<file path="src/shared/cbbc_pkg.sv">
package cbbc_pkg;

  // ==========================================================================
  // configuration space placement
  // ==========================================================================
  localparam logic [7:0] CBBC_CTRL_OFFSET = 8'h3E;
  localparam logic [2:0] CBBC_FUNC_NUM = 3'h0;
  localparam int CBBC_CTRL_W = 16;
  localparam int CBBC_CFG_W = 32;

  // ==========================================================================
  // field positions and masks
  // ==========================================================================
  localparam int CBBC_B_POST = 10;
  localparam int CBBC_B_PREF1 = 9;
  localparam int CBBC_B_PREF0 = 8;
  localparam int CBBC_B_IRQSEL = 7;
  localparam int CBBC_B_CARD_RESET_N = 6;
  localparam int CBBC_B_MABT = 5;
  localparam int CBBC_B_VGA = 3;
  localparam int CBBC_B_ISA = 2;
  localparam int CBBC_B_SERR = 1;
  localparam int CBBC_B_PERR = 0;

  localparam logic [15:0] CBBC_CTRL_RESET = 16'h0340;
  // bits 15..11 and 4 are read-only zero
  localparam logic [15:0] CBBC_CTRL_WMASK = 16'h07EF;
  localparam logic [15:0] CBBC_CARD_RESET_N_MASK = 16'h0040;
  localparam logic [15:0] CBBC_NO_MASK = 16'h0000;

  // ==========================================================================
  // legacy address ranges
  // ==========================================================================
  localparam logic [31:0] CBBC_VGA_MEM_LO = 32'h000A_0000;
  localparam logic [31:0] CBBC_VGA_MEM_HI = 32'h000B_FFFF;
  localparam logic [9:0] CBBC_VGA_IO0_LO = 10'h3B0;
  localparam logic [9:0] CBBC_VGA_IO0_HI = 10'h3BB;
  localparam logic [9:0] CBBC_VGA_IO1_LO = 10'h3C0;
  localparam logic [9:0] CBBC_VGA_IO1_HI = 10'h3DF;
  localparam logic [15:0] CBBC_ISA_PAGE = 16'h0000;
  localparam logic [1:0] CBBC_ISA_FIRST_QTR = 2'h0;
  localparam int CBBC_IRQ_LINES = 16;

  // ==========================================================================
  // byte-lane merge of a config write into a 16-bit register half
  // ==========================================================================
  function automatic logic [15:0] cbbc_merge(
    input logic [15:0] old_val,
    input logic [15:0] new_val,
    input logic [1:0] be,
    input logic [15:0] wmask
  );
    logic [15:0] lane;
    lane = {{8{be[1]}}, {8{be[0]}}} & wmask;
    return (old_val & ~lane) | (new_val & lane);
  endfunction

endpackage

</file>
<file path="src/verilog/cbbc_io_filter.sv">
module cbbc_io_filter
  import cbbc_pkg::*;
(
  input wire logic [31:0] addr,
  input wire logic is_io,
  input wire logic in_window,
  input wire logic vga_en,
  input wire logic isa_en,
  output logic to_card
);

  logic vga_hit;
  logic isa_alias;

  always_comb
  begin
    if (is_io)
    begin
      // vga ports alias through every 1K block of the low 64K, so bits 15..10 are ignored
      vga_hit = (addr[31:16] == CBBC_ISA_PAGE) &&
        (((addr[9:0] >= CBBC_VGA_IO0_LO) && (addr[9:0] <= CBBC_VGA_IO0_HI)) ||
         ((addr[9:0] >= CBBC_VGA_IO1_LO) && (addr[9:0] <= CBBC_VGA_IO1_HI)));
    end
    else
    begin
      vga_hit = (addr >= CBBC_VGA_MEM_LO) && (addr <= CBBC_VGA_MEM_HI);
    end
    isa_alias = is_io && (addr[31:16] == CBBC_ISA_PAGE) &&
      (addr[9:8] != CBBC_ISA_FIRST_QTR);
    // vga forwarding wins over the isa alias filter
    if (vga_en && vga_hit)
    begin
      to_card = 1'b1;
    end
    else if (isa_en && isa_alias)
    begin
      to_card = 1'b0;
    end
    else
    begin
      to_card = in_window;
    end
  end

endmodule // cbbc_io_filter

</file>
<file path="src/verilog/cbbc_irq_route.sv">
module cbbc_irq_route
  import cbbc_pkg::*;
(
  input wire logic card_irq_request,
  input wire logic route_select,
  input wire logic [3:0] legacy_irq_num,
  output logic pci_int_req,
  output logic [CBBC_IRQ_LINES-1:0] legacy_irq_req
);

  always_comb
  begin
    pci_int_req = card_irq_request && !route_select;
    legacy_irq_req = '0;
    if (card_irq_request && route_select)
    begin
      legacy_irq_req[legacy_irq_num] = 1'b1;
    end
  end

endmodule // cbbc_irq_route

</file>
<file path="src/verilog/cbbc_bridge_ctrl.sv">
// Functional notes
// - bits 15 to 11 are reserved and always read zero.
// - bit 10 enables write posting both ways through the socket.
// - with posting on, burst writes may post; others need not.
// - bit 9 marks memory window 1 prefetchable; resets to one.
// - bit 8 marks memory window 0 prefetchable; resets to one.
// - bit 7 routes card interrupts to pci lines or the legacy irq.
// - bit 6 drives card reset; resets to one, card starts held.
// - an asserted host reset also asserts card reset.
// - host reset never changes the card reset bit; global reset sets it back to one.
// - context bits survive host reset while power events are enabled.
// - bit 5 reports card master aborts as target abort and serr.
// - bit 4 is reserved and always reads zero.
// - bit 3 forwards vga address ranges to the card.
// - bit 2 blocks the upper 768 bytes of each low 1K io block.
// - bit 1 forwards card system error to pci serr.
// - bit 0 reports card parity errors on the card parity error line.
// - the register sits at config offset 3Eh, function 0, reset 0340h.
module cbbc_bridge_ctrl
  import cbbc_pkg::*;
#(
  parameter logic [15:0] CONTEXT_MASK = 16'h0040
)
(
  input wire logic clk,
  input wire logic rst,
  input wire logic global_reset_n,
  input wire logic host_reset_n,
  input wire logic power_mgmt_event,
  input wire logic [2:0] cfg_func,
  input wire logic [7:0] cfg_addr,
  input wire logic [3:0] cfg_byte_en,
  input wire logic cfg_wr,
  input wire logic cfg_rd,
  input wire logic [CBBC_CFG_W-1:0] cfg_wdata,
  output logic [CBBC_CFG_W-1:0] cfg_rdata,
  output logic cfg_rvalid,
  output logic write_post_enable,
  output logic window1_prefetchable,
  output logic window0_prefetchable,
  input wire logic burst_write_req,
  output logic post_write_grant,
  input wire logic fwd_valid,
  input wire logic [31:0] fwd_addr,
  input wire logic fwd_is_io,
  input wire logic fwd_in_window,
  output logic fwd_done,
  output logic fwd_to_card,
  input wire logic card_irq_request,
  input wire logic [3:0] legacy_irq_num,
  output logic pci_int_req,
  output logic [CBBC_IRQ_LINES-1:0] legacy_irq_req,
  output logic card_reset_n,
  input wire logic serr_enable,
  input wire logic card_master_abort,
  output logic pci_target_abort,
  input wire logic card_system_error_n,
  output logic pci_serr_n,
  input wire logic card_parity_detect,
  output logic card_parity_error_n
);
  import cbbc_pkg::*;

  // ==========================================================================
  // state
  // ==========================================================================
  typedef struct packed {
    logic [CBBC_CTRL_W-1:0] ctrl;
    logic [CBBC_CFG_W-1:0] rdata;
    logic rvalid;
    logic fwd_done;
    logic fwd_card;
    logic tabort;
    logic serr;
    logic perr;
    logic card_rst;
    logic pci_int;
    logic [CBBC_IRQ_LINES-1:0] legacy_irq;
  } cbbc_state_t;

  localparam cbbc_state_t CBBC_STATE_RESET = '{
    ctrl: CBBC_CTRL_RESET,
    rdata: '0,
    rvalid: 1'b0,
    fwd_done: 1'b0,
    fwd_card: 1'b0,
    tabort: 1'b0,
    serr: 1'b0,
    perr: 1'b0,
    card_rst: 1'b1,
    pci_int: 1'b0,
    legacy_irq: '0
  };

  cbbc_state_t s_q;
  cbbc_state_t s_d;

  logic hit;
  logic [15:0] keep_mask;
  logic [15:0] ctrl_after_reset;
  logic [15:0] wr_half;
  logic [1:0] wr_be;
  logic filt_to_card;
  logic route_pci;
  logic [CBBC_IRQ_LINES-1:0] route_legacy;
  logic serr_event;

  // ==========================================================================
  // config decode
  // ==========================================================================
  always_comb
  begin
    // the register is the upper half of the dword at 3Ch
    hit = (cfg_func == CBBC_FUNC_NUM) &&
      (cfg_addr[7:2] == CBBC_CTRL_OFFSET[7:2]);
    if (CBBC_CTRL_OFFSET[1])
    begin
      wr_half = cfg_wdata[31:16];
      wr_be = cfg_byte_en[3:2];
    end
    else
    begin
      wr_half = cfg_wdata[15:0];
      wr_be = cfg_byte_en[1:0];
    end
  end

  // ==========================================================================
  // host reset retention
  // ==========================================================================
  always_comb
  begin
    // the card reset bit always survives host reset; the other
    // context bits only while power events are armed
    keep_mask = CBBC_CARD_RESET_N_MASK;
    if (power_mgmt_event)
    begin
      keep_mask = keep_mask | CONTEXT_MASK;
    end
    ctrl_after_reset = (CBBC_CTRL_RESET & ~keep_mask) |
      (s_q.ctrl & keep_mask);
  end

  // ==========================================================================
  // helpers
  // ==========================================================================
  cbbc_io_filter u_io_filter (
    .addr(fwd_addr),
    .is_io(fwd_is_io),
    .in_window(fwd_in_window),
    .vga_en(s_q.ctrl[CBBC_B_VGA]),
    .isa_en(s_q.ctrl[CBBC_B_ISA]),
    .to_card(filt_to_card)
  );

  cbbc_irq_route u_irq_route (
    .card_irq_request(card_irq_request),
    .route_select(s_q.ctrl[CBBC_B_IRQSEL]),
    .legacy_irq_num(legacy_irq_num),
    .pci_int_req(route_pci),
    .legacy_irq_req(route_legacy)
  );

  // ==========================================================================
  // error events
  // ==========================================================================
  always_comb
  begin
    serr_event = 1'b0;
    if (card_master_abort && s_q.ctrl[CBBC_B_MABT])
    begin
      serr_event = 1'b1;
    end
    if (!card_system_error_n && s_q.ctrl[CBBC_B_SERR])
    begin
      serr_event = 1'b1;
    end
    // pci serr enable gates every serr source
    serr_event = serr_event && serr_enable;
  end

  // ==========================================================================
  // next state
  // ==========================================================================
  always_comb
  begin
    s_d = s_q;
    s_d.rvalid = 1'b0;
    s_d.fwd_done = 1'b0;

    if (!global_reset_n)
    begin
      s_d.ctrl = CBBC_CTRL_RESET;
    end
    else if (!host_reset_n)
    begin
      // config cycles are ignored while the host holds reset
      s_d.ctrl = ctrl_after_reset;
    end
    else if (cfg_wr && hit)
    begin
      // reserved bits are masked out of the merge
      s_d.ctrl = cbbc_merge(s_q.ctrl, wr_half, wr_be,
        CBBC_CTRL_WMASK);
    end

    if (cfg_rd && host_reset_n && global_reset_n)
    begin
      s_d.rvalid = 1'b1;
      s_d.rdata = '0;
      if (hit)
      begin
        if (CBBC_CTRL_OFFSET[1])
        begin
          s_d.rdata[31:16] = s_q.ctrl & CBBC_CTRL_WMASK;
        end
        else
        begin
          s_d.rdata[15:0] = s_q.ctrl & CBBC_CTRL_WMASK;
        end
      end
    end

    if (fwd_valid)
    begin
      s_d.fwd_done = 1'b1;
      s_d.fwd_card = filt_to_card;
    end

    s_d.pci_int = route_pci;
    s_d.legacy_irq = route_legacy;

    s_d.tabort = card_master_abort && s_q.ctrl[CBBC_B_MABT];
    s_d.serr = serr_event;
    s_d.perr = card_parity_detect && s_q.ctrl[CBBC_B_PERR];

    // card reset follows the register bit and a passed-through host reset
    s_d.card_rst = s_d.ctrl[CBBC_B_CARD_RESET_N] || !host_reset_n;
  end

  // ==========================================================================
  // state register
  // ==========================================================================
  always_ff @(posedge clk)
  begin
    if (rst)
    begin
      s_q <= CBBC_STATE_RESET;
    end
    else
    begin
      s_q <= s_d;
    end
  end

  // ==========================================================================
  // outputs
  // ==========================================================================
  assign cfg_rdata = s_q.rdata;
  assign cfg_rvalid = s_q.rvalid;
  assign write_post_enable = s_q.ctrl[CBBC_B_POST];
  // only burst writes are offered for posting; single writes stay delayed
  assign post_write_grant = burst_write_req && s_q.ctrl[CBBC_B_POST];
  assign window1_prefetchable = s_q.ctrl[CBBC_B_PREF1];
  assign window0_prefetchable = s_q.ctrl[CBBC_B_PREF0];
  assign fwd_done = s_q.fwd_done;
  assign fwd_to_card = s_q.fwd_card;
  assign pci_int_req = s_q.pci_int;
  assign legacy_irq_req = s_q.legacy_irq;
  assign card_reset_n = !s_q.card_rst;
  assign pci_target_abort = s_q.tabort;
  assign pci_serr_n = !s_q.serr;
  assign card_parity_error_n = !s_q.perr;

endmodule // cbbc_bridge_ctrl

</file>
<file path="config.mk">
export PLATFORM = sky130hd
export DESIGN_NAME = cbbc_bridge_ctrl
export DESIGN_NICKNAME = d
export VERILOG_FILES = /design/src/shared/cbbc_pkg.sv /design/src/verilog/cbbc_io_filter.sv /design/src/verilog/cbbc_irq_route.sv /design/src/verilog/cbbc_bridge_ctrl.sv
export SDC_FILE = /design/constraint.sdc
export NUM_CORES = 1
export LEC_CHECK = 0
export ABC_AREA = 0
export BUFFER_PORTS_ARGS = -buffer_cell sky130_fd_sc_hd__buf_2
export CORE_MARGIN = 3
export CORE_UTILIZATION = 40
export CTS_CLUSTER_DIAMETER = 30
export CTS_CLUSTER_SIZE = 40
export DETAILED_ROUTE_END_ITERATION = 10
export GPL_TIMING_DRIVEN = 0
export PLACE_DENSITY_LB_ADDON = 0.12
export SLEW_MARGIN = 5
export SYNTH_ARGS = -nofsm -noshare
export SYNTH_HDL_FRONTEND = slang
export SYNTH_HIERARCHICAL = 1
export SYNTH_SLANG_ARGS = --single-unit
</file>
<file path="constraint.sdc">
create_clock -name clk -period 1.5 [get_ports clk]
set_input_delay 0.075 -clock clk [delete_from_list [all_inputs] [get_ports clk]]
set_output_delay 0.075 -clock clk [all_outputs]
set_load 0.005 [all_outputs]
</file>
==> results.json, run 1 <==
{
  "grt_overflow": 0,
  "cts_buffer_depth": 2,
  "cts-root-buf": "clkbuf_8",
  "start_util_pct": 43.2,
  "postCtsHoldBufs": 1,
  "pwr_density_cell_mw_per_mm2": 785,
  "outcome": "completed",
  "synthAdderAreaFrac_pct": 0,
  "cap_violations": 0,
  "total_power_mw": 2.29,
  "fin_util_pct": 59.0,
  "n_fill_cell": 485,
  "wirelength_microns": 4520,
  "irDropWorstVdd_uv": 415,
  "first_pass_iters": 4,
  "portBuffers": 100,
  "regArea_sq_um": 881,
  "cts_resized": 0,
  "coreArea_sq_mm": 0.00494,
  "layout-drive-gt1-share_pct": 47.2,
  "wl_per_cell_microns": 10.7,
  "cts_tree": "built",
  "drt-initial-drc-count": 41,
  "die_y_microns": 79.1,
  "dieWidth_microns": 79.1,
  "postRouteAntennaNets": 0,
  "hold_viol": 0,
  "synth_xor_area_share_pct": 0,
  "synth_top_family_by_area": "simple AND/OR/NAND/NOR gates",
  "cts.sinks": 44,
  "antenna_found_initial": 0,
  "crit_path_cell_trace": "buf_2 > or2_1 > clkbuf_1 > nor4_4 > mux2i_1",
  "path_delay_family": "simple AND/OR/NAND/NOR gates",
  "rows": 25,
  "worst-path-max-fanout": 6,
  "yosysSeqAreaShare_pct": 41.3,
  "nets": 454,
  "cp-start-kind": "input port",
  "tightest_slew_ps": 988,
  "path_buf_inv": 2,
  "synth_cell_types": 39,
  "multi_input_area_sq_um": 922,
  "fin_crit_sh_pct": 81.5,
  "p_leak_nw": 1.47,
  "place_inst": 414,
  "ios": 159,
  "synthMuxAreaShare_pct": 4.69,
  "area_growth_pct": 36.6,
  "cts_setup_buffers": 0,
  "routed-via-count": 1824,
  "vias_per_cell": 4.31,
  "diodes": 0,
  "hp-class": "in2reg",
  "ys_seq_elements": 44,
  "path_class": "in2reg",
  "syn_inst": 226,
  "numCtsBuffers": 5,
  "insertion_delay_ps": 290,
  "period_needed_ps": 1220,
  "setup_tns_ps": 0,
  "synth_area_sq_mm": 0.00213,
  "cp_data_required_time_ps": 1720,
  "first_global_vias": 1669,
  "place.gp.congestion": 0.752,
  "max_freq_mhz": 818,
  "grt_max_degree": 14,
  "max_stage_delay_ps": 590,
  "worst_setup_path_end_kind": "flop",
  "die-area_sq_mm": 0.00625,
  "clock-skew-final_ps": 5.97,
  "layout.cells.non_filler": 423,
  "worstPathArrival_ps": 1450,
  "cp_slowest_cell": "nor4_4",
  "synth-compound-area-share_pct": 7.21,
  "rsz0062_at_grt": "no",
  "drc_errors": 0,
  "track_usage_pct": 14.7,
  "grt_pass1_wl_microns": 7270,
  "dpl.hpwl_microns": 3720,
  "yosys_warnings": 6,
  "cts_max_level": 2,
  "r2r_slack_ps": 420,
  "drv_slew": 0,
  "synth.avg_cell_area_sq_um": 9.44,
  "clk_pin_slew_ps": 80,
  "synthSimpleGateAreaFrac_pct": 27.4,
  "maxSlewHeadroom_pct": 33.9,
  "finalSetupViolCount": 0
}
## layout by cell type, fill, tap and decap left out, types with 3 or more instances in the layout
cell      Yosys  final
inv_1         4      4
nor2_1       21     21
nor4_4        3      3
nor3_2        3      3
dfxtp_1      44     44
a22o_1       10     10
mux2i_1      10     10
buf_2         1    101
nor2b_1      20     20
clkbuf_8      0      5
nand4_1       3      3
buf_4        48     48
clkbuf_1      5      6
conb_1        1     22
nand4b_1      4      4
nand2_1      20     20
## worst paths after layout
kind / to / start / cells after the start
max: flop / cfg_addr[6] / 5
max reg2reg: legacy_irq_req[3]$_SDFF_PP0_ / flop / 3
min: pci_target_abort$_SDFF_PP0_ / card_master_abort / 3
min reg2reg: pci_target_abort$_SDFF_PP0_ / flop / 2
## layer usage
layer	track usage (%)	routed length, microns
met3	5.44	428
met1	17.3	1880
met2	25.0	2160
met5	0	0
met4	4.12	52
## logic make-up after synthesis
kind of cell	after synthesis
compound gates	19
buf+inv	59
flops	44
mux	10
other cells	1
simple gates	93
## power by group
group          leakage (nW)  total (mW)  internal [mW]  switching [mW]
Combinational          1.06       0.242          0.127           0.115
Clock                0.0552       0.873          0.494           0.379
Sequential            0.355        1.17           1.17         0.00181
## metrics by stage
stage	cell area, sq um	hold slack, ps	worst slack, ps
4_1_cts	2920	7.55	267
2_1_floorplan	2210	172	197
3_5_place_dp	2800	281	-45.1
6_report	2920	13.4	278
5_1_grt	2920	7.56	179
3_3_place_gp	2800	278	-30.2
## area by class of cell
type | instances | share of cell area (%)
inverter | 4 | 0.515
buffer | 55 | 13.6
tap | 67 | 2.88
timing repair buffer | 101 | 17.5
sequential | 44 | 30.2
multi-input combinational | 144 | 31.6
clock inverter | 2 | 1.20
clock buffer | 6 | 2.49
## worst min-delay path, cell delays in order
cell,delay [ps]
buf_2,100
nand2_1,50
nor2_1,40
## synthesized netlist by cell type (all sizes together)
| library cell | number | area, sq um |
|---|---|---|
| nor3b | 1 | 7.51 |
| and2 | 1 | 6.26 |
| nand4bb | 1 | 11.3 |
| or4 | 1 | 7.51 |
| buf | 50 | 377 |
| a41oi | 1 | 8.76 |
| o21a | 1 | 7.51 |
| conb | 1 | 3.75 |
| inv | 4 | 15.0 |
| nor2b | 20 | 125 |
| nor4 | 5 | 76.3 |
| o41ai | 1 | 8.76 |
| or2 | 1 | 6.26 |
| a22o | 10 | 87.6 |
| a31oi | 1 | 6.26 |
| nand4b | 5 | 50.0 |
| and3b | 1 | 8.76 |
| or3b | 1 | 8.76 |
| clkbuf | 5 | 18.8 |
| nor4b | 1 | 23.8 |
| o31ai | 2 | 15.0 |
| nor2 | 21 | 78.8 |
| o211ai | 1 | 7.51 |
| nand3 | 2 | 10.0 |
| a211oi | 1 | 7.51 |
| nand3b | 1 | 7.51 |
| nand2 | 21 | 81.3 |
| nand4 | 3 | 18.8 |
| nor3 | 5 | 40.0 |
| mux2i | 10 | 100 |
| o21ai | 1 | 5.00 |
| dfxtp | 44 | 881 |
| nand2b | 2 | 17.5 |
(Power assumes the default switching activity.)
==> run 2, diff against run 1 <==
==> constraint.sdc (replaced) <==
create_clock -name clk -period 1.25 [get_ports clk]
set_input_delay 0.0625 -clock clk [delete_from_list [all_inputs] [get_ports clk]]
set_output_delay 0.0625 -clock clk [all_outputs]
set_load 0.005 [all_outputs]
==> run 2 against run 1 <==
Net effect:
- global-route usage increased by 0.23 points
- core utilization up 1.2 points
- power increased by 13%
- sequential share of layout area decreased by 0.60 points
- routed wire length rose by 0.40%
- cell area grew 2.0%
- combinational power increased by 24%
- worst hold slack got worse by 2.3 ps
==> results.json, run 2 (synthesized netlist as in run 1, its figures left out) <==
{
  "drc_errors": 0,
  "clk_pin_slew_ps": 90,
  "die-area_sq_mm": 0.00625,
  "period_needed_ps": 1120,
  "clock-skew-final_ps": 5.60,
  "pwr_density_cell_mw_per_mm2": 870,
  "cap_violations": 0,
  "drv_slew": 0,
  "die_y_microns": 79.1,
  "vias_per_cell": 4.30,
  "numCtsBuffers": 5,
  "tightest_slew_ps": 961,
  "hp-class": "in2reg",
  "outcome": "completed",
  "p_leak_nw": 1.49,
  "place.gp.congestion": 0.741,
  "place_inst": 414,
  "coreArea_sq_mm": 0.00494,
  "start_util_pct": 43.2,
  "nets": 462,
  "rsz0062_at_grt": "no",
  "layout_setup_ws_ps": 125,
  "worst_setup_path_end_kind": "flop",
  "wl_per_cell_microns": 10.5,
  "track_usage_pct": 14.9,
  "cts_buffer_depth": 2,
  "worstPathArrival_ps": 1350,
  "path_class": "in2reg",
  "finalSetupViolCount": 0,
  "routed-via-count": 1854,
  "cp-start-kind": "input port",
  "wirelength_microns": 4540,
  "portBuffers": 100,
  "first_pass_iters": 4,
  "area_growth_pct": 39.3,
  "cts_max_level": 2,
  "maxSlewHeadroom_pct": 35.6,
  "grt_overflow": 0,
  "layout.cells.non_filler": 431,
  "setup_tns_ps": 0,
  "hold_viol": 0,
  "diodes": 0,
  "final_cell_mix": "buf_2 (101), buf_4 (51), dfxtp_1 (44), conb_1 (22), nor2_1 (21)",
  "cts.sinks": 44,
  "max_freq_mhz": 889,
  "ios": 159,
  "n_fill_cell": 478,
  "cp_data_required_time_ps": 1480,
  "grt_max_degree": 16,
  "final_common_cell": "buf_2",
  "dieWidth_microns": 79.1,
  "total_power_mw": 2.59,
  "irDropWorstVdd_uv": 369,
  "dpl.hpwl_microns": 3710,
  "stdcell_area_sq_mm": 0.00297,
  "layout-drive-gt1-share_pct": 47.5,
  "rows": 25,
  "drt-initial-drc-count": 34,
  "dp_slack_ps": -268,
  "grt_pass1_wl_microns": 7460,
  "r2r_slack_ps": 200,
  "fin_crit_sh_pct": 90.0,
  "placed_cell_area_sq_mm": 0.00280,
  "postRouteAntennaNets": 0,
  "antenna_found_initial": 0,
  "cts-root-buf": "clkbuf_8",
  "worst-path-max-fanout": 6,
  "first_global_vias": 1749,
  "cts_tree": "built",
  "insertion_delay_ps": 290
}
[run 2: cell count changes in the layout (fill, tap and decap cells not counted)]
cell and change:
clkinv_2 -1, clkinvlp_4 +2, dlygate4sd3_1 +5, buf_4 +3, clkbuf_2 +1, bufinv_16 -1
clkbuf_1 -2, clkinv_4 +1
[run 2: critical path, stage by stage]
cell,delay (ps)
buf_2,90
or3b_1,380
buf_6,150
nor4_4,250
buf_4,210
mux2i_1,190
[run 2: repair_timing]
action | in CTS | in global routing
setup buffers | 0 | 3
hold endpoints to repair | 6 | 0
gates resized for setup | 0 | 0
hold buffers | 6 | 0
endpoints found under the setup margin | 0 | 8
[run 2: area by class of cell]
cell class	count	area, sq um	area share (%)
timing repair buffer	109	583	19.6
clock inverter	3	23.8	0.799
sequential	44	881	29.6
tap	67	83.8	2.82
clock buffer	5	68.8	2.31
multi-input combinational	144	922	31.0
inverter	4	15.0	0.505
buffer	55	397	13.3
[run 2: where the power goes]
part / switching [mW] / internal (mW)
logic: 0.138 / 0.163
registers: 0.00151 / 1.41
clock network: 0.485 / 0.395
total: 0.625 / 1.96
[run 2: per-stage QoR]
| step | utilization [%] | hold WS [ps] |
|---|---|---|
| floorplan | - | 160 |
| finish | 60.2 | 11.1 |
| detailed placement | 56.6 | 275 |
| CTS | 59.7 | 6.30 |
| global route | 60.2 | 16.9 |
| global placement | 56.6 | 266 |
[run 2: path summary, 6_finish.rpt]
check	startpoint	end	depth (start not counted)
setup / recovery	cfg_func[1]	flop	6
setup reg to reg	flop	legacy_irq_req[1]$_SDFF_PP0_	3
hold reg to reg	ctrl_after_reset[6]$_SDFF_PP1_	cfg_rdata[22]$_SDFFE_PP0P_	1
hold / removal	fwd_valid	fwd_done$_SDFF_PP0_	2
[run 2: metal layers]
metal  routed length, microns  share of wire, %  vias to the layer above  global-route usage (%)
met5                        0                 0                        -                       0
met4                       37              0.81                        0                    4.12
met3                      442               9.7                        2                    5.22
met2                     2220                49                       85                    25.6
met1                     1840                41                      797                    17.6
li1                         -                 -                      970                       -
==> run 3, diff against run 2 <==
==> constraint.sdc (replaced) <==
create_clock -name clk -period 1.2 [get_ports clk]
set_input_delay 0.06 -clock clk [delete_from_list [all_inputs] [get_ports clk]]
set_output_delay 0.06 -clock clk [all_outputs]
set_load 0.005 [all_outputs]
==> run 3 against run 2 <==
Net effect:
- worst hold slack got worse by 7.4 ps
- routed wire length increased by 1.4%
- sequential share of layout area decreased by 0.29 points
- combinational power increased by 5%
- critical path type unchanged
==> results.json, run 3 (synthesized netlist as in run 1, its figures left out) <==
{
  "final_common_cell": "buf_2",
  "cts_max_level": 2,
  "cts_buffer_depth": 2,
  "cp_slowest_cell": "or3b_1",
  "first_global_vias": 1663,
  "grt_max_degree": 15,
  "rsz0062_at_grt": "no",
  "area_growth_pct": 40.9,
  "path_delay_family": "simple AND/OR/NAND/NOR gates",
  "tightest_slew_ps": 969,
  "fin_util_pct": 60.9,
  "clk_pin_slew_ps": 80,
  "outcome": "completed",
  "path_class": "in2reg",
  "worstPathArrival_ps": 1300,
  "wl_per_cell_microns": 10.7,
  "total_power_mw": 2.90,
  "sw_frac_of_total_pct": 22.3,
  "p_int_mw": 2.25,
  "power_switching_uw": 644,
  "cap_violations": 0,
  "setup_tns_ps": 0,
  "diodes": 0,
  "p_comb_share_pct": 11.0,
  "worst-path-max-fanout": 6,
  "hold_viol": 0,
  "top_layer": "met4",
  "numCtsBuffers": 5,
  "fin_crit_sh_pct": 88.8,
  "cp_data_required_time_ps": 1440,
  "wirelength_microns": 4600,
  "grt_pass1_wl_microns": 7290,
  "cts.sinks": 44,
  "postRouteAntennaNets": 0,
  "drv_slew": 0,
  "insertion_delay_ps": 290,
  "finalSetupViolCount": 0,
  "nets": 462,
  "routed-via-count": 1845,
  "worst_setup_path_end_kind": "flop",
  "n_fill_cell": 448,
  "track_usage_pct": 14.7,
  "start_util_pct": 43.2,
  "irDropWorstVdd_uv": 461,
  "layout_setup_ws_ps": 134,
  "multi_input_area_sq_um": 933,
  "whs_ps": 3.79,
  "met1_length_microns": 1880,
  "p_leak_nw": 1.51,
  "max_stage_delay_ps": 390,
  "dp_slack_ps": -326,
  "met2_wirelength_microns": 2250,
  "path_buf_inv": 3,
  "antenna_found_initial": 0,
  "rows": 25,
  "grt_overflow": 0,
  "dieWidth_microns": 79.1,
  "max_freq_mhz": 938,
  "cp-start-kind": "input port",
  "clock_power_share_pct": 38.4,
  "die-area_sq_mm": 0.00625,
  "coreArea_sq_mm": 0.00494,
  "regArea_sq_um": 882,
  "pwr_density_cell_mw_per_mm2": 963,
  "portBuffers": 100,
  "crit_path_cell_trace": "buf_2 > or3b_1 > buf_6 > nor4_4 > buf_4 > a22o_1",
  "ios": 159,
  "pwr-share-seq_pct": 50.7,
  "place.gp.congestion": 0.698,
  "vias_per_cell": 4.28,
  "hp-class": "in2reg",
  "dpl.hpwl_microns": 3680,
  "cts_tree": "built",
  "die_y_microns": 79.1,
  "first_pass_iters": 4,
  "clock-skew-final_ps": 6.31,
  "maxSlewHeadroom_pct": 35.1,
  "final_cell_mix": "buf_2 (101), buf_4 (51), dfxtp_1 (43), conb_1 (22), nor2_1 (21)",
  "period_needed_ps": 1070,
  "wl_met3_microns": 425,
  "layout-drive-gt1-share_pct": 48.4,
  "cts-root-buf": "clkbuf_8",
  "drt-initial-drc-count": 48,
  "drc_errors": 0
}
run 3: final cells by class:
type	count	area share, %
Multi-Input combinational cell	144	31.0
Sequential cell	44	29.3
Timing Repair Buffer	109	19.4
Buffer	55	13.3
Tap cell	67	2.79
Clock buffer	5	2.29
Clock inverter	3	1.41
Inverter	4	0.499
run 3: timing repair:
| item | in CTS | in global routing |
|---|---|---|
| gates resized for setup | 0 | 2 |
| hold buffers | 6 | 0 |
| setup endpoints to repair | 10 | 7 |
| hold endpoints to repair | 6 | 0 |
| pin swaps | 1 | 1 |
| setup buffers | 2 | 1 |
run 3: per-layer routing:
layer / vias to the layer above / track usage (%)
met1: 795 / 17.4
met2: 79 / 24.7
met4: 0 / 6.70
met3: 4 / 3.74
met5: - / 0
li1: 967 / -
run 3: power by group through the flow:
stage | logic [mW] | registers [mW] | clock network, mW
after floorplan | 0.151 | 1.50 | 0
after global placement | 0.294 | 1.50 | 0
after detailed placement | 0.298 | 1.50 | 0
after CTS | 0.315 | 1.47 | 1.15
after global routing | 0.353 | 1.47 | 1.21
final | 0.317 | 1.47 | 1.11
run 3: tightest hold or removal path: stages:
cell	delay (ps)
buf_2	90
nand2_1	50
mux2i_1	60
run 3: worst paths after layout:
kind | from | slack, ps | to | cells after the start
min reg2reg | flop | 480 | s_q[18]$_SDFF_PP0_ | 2
min | cfg_wdata[23] | 4 | flop | 3
max | cfg_func[1] | 130 | cfg_rdata[25]$_SDFFE_PP0P_ | 6
max reg2reg | flop | 190 | fwd_to_card$_SDFFE_PP0P_ | 5
run 3: through the flow:
| stage | instances | cell area (sq um) |
|---|---|---|
| floorplan | 247 | 2220 |
| global placement | 414 | 2810 |
| detailed placement | 414 | 2810 |
| CTS | 430 | 2990 |
| global route | 431 | 3010 |
| finish | 431 | 3010 |
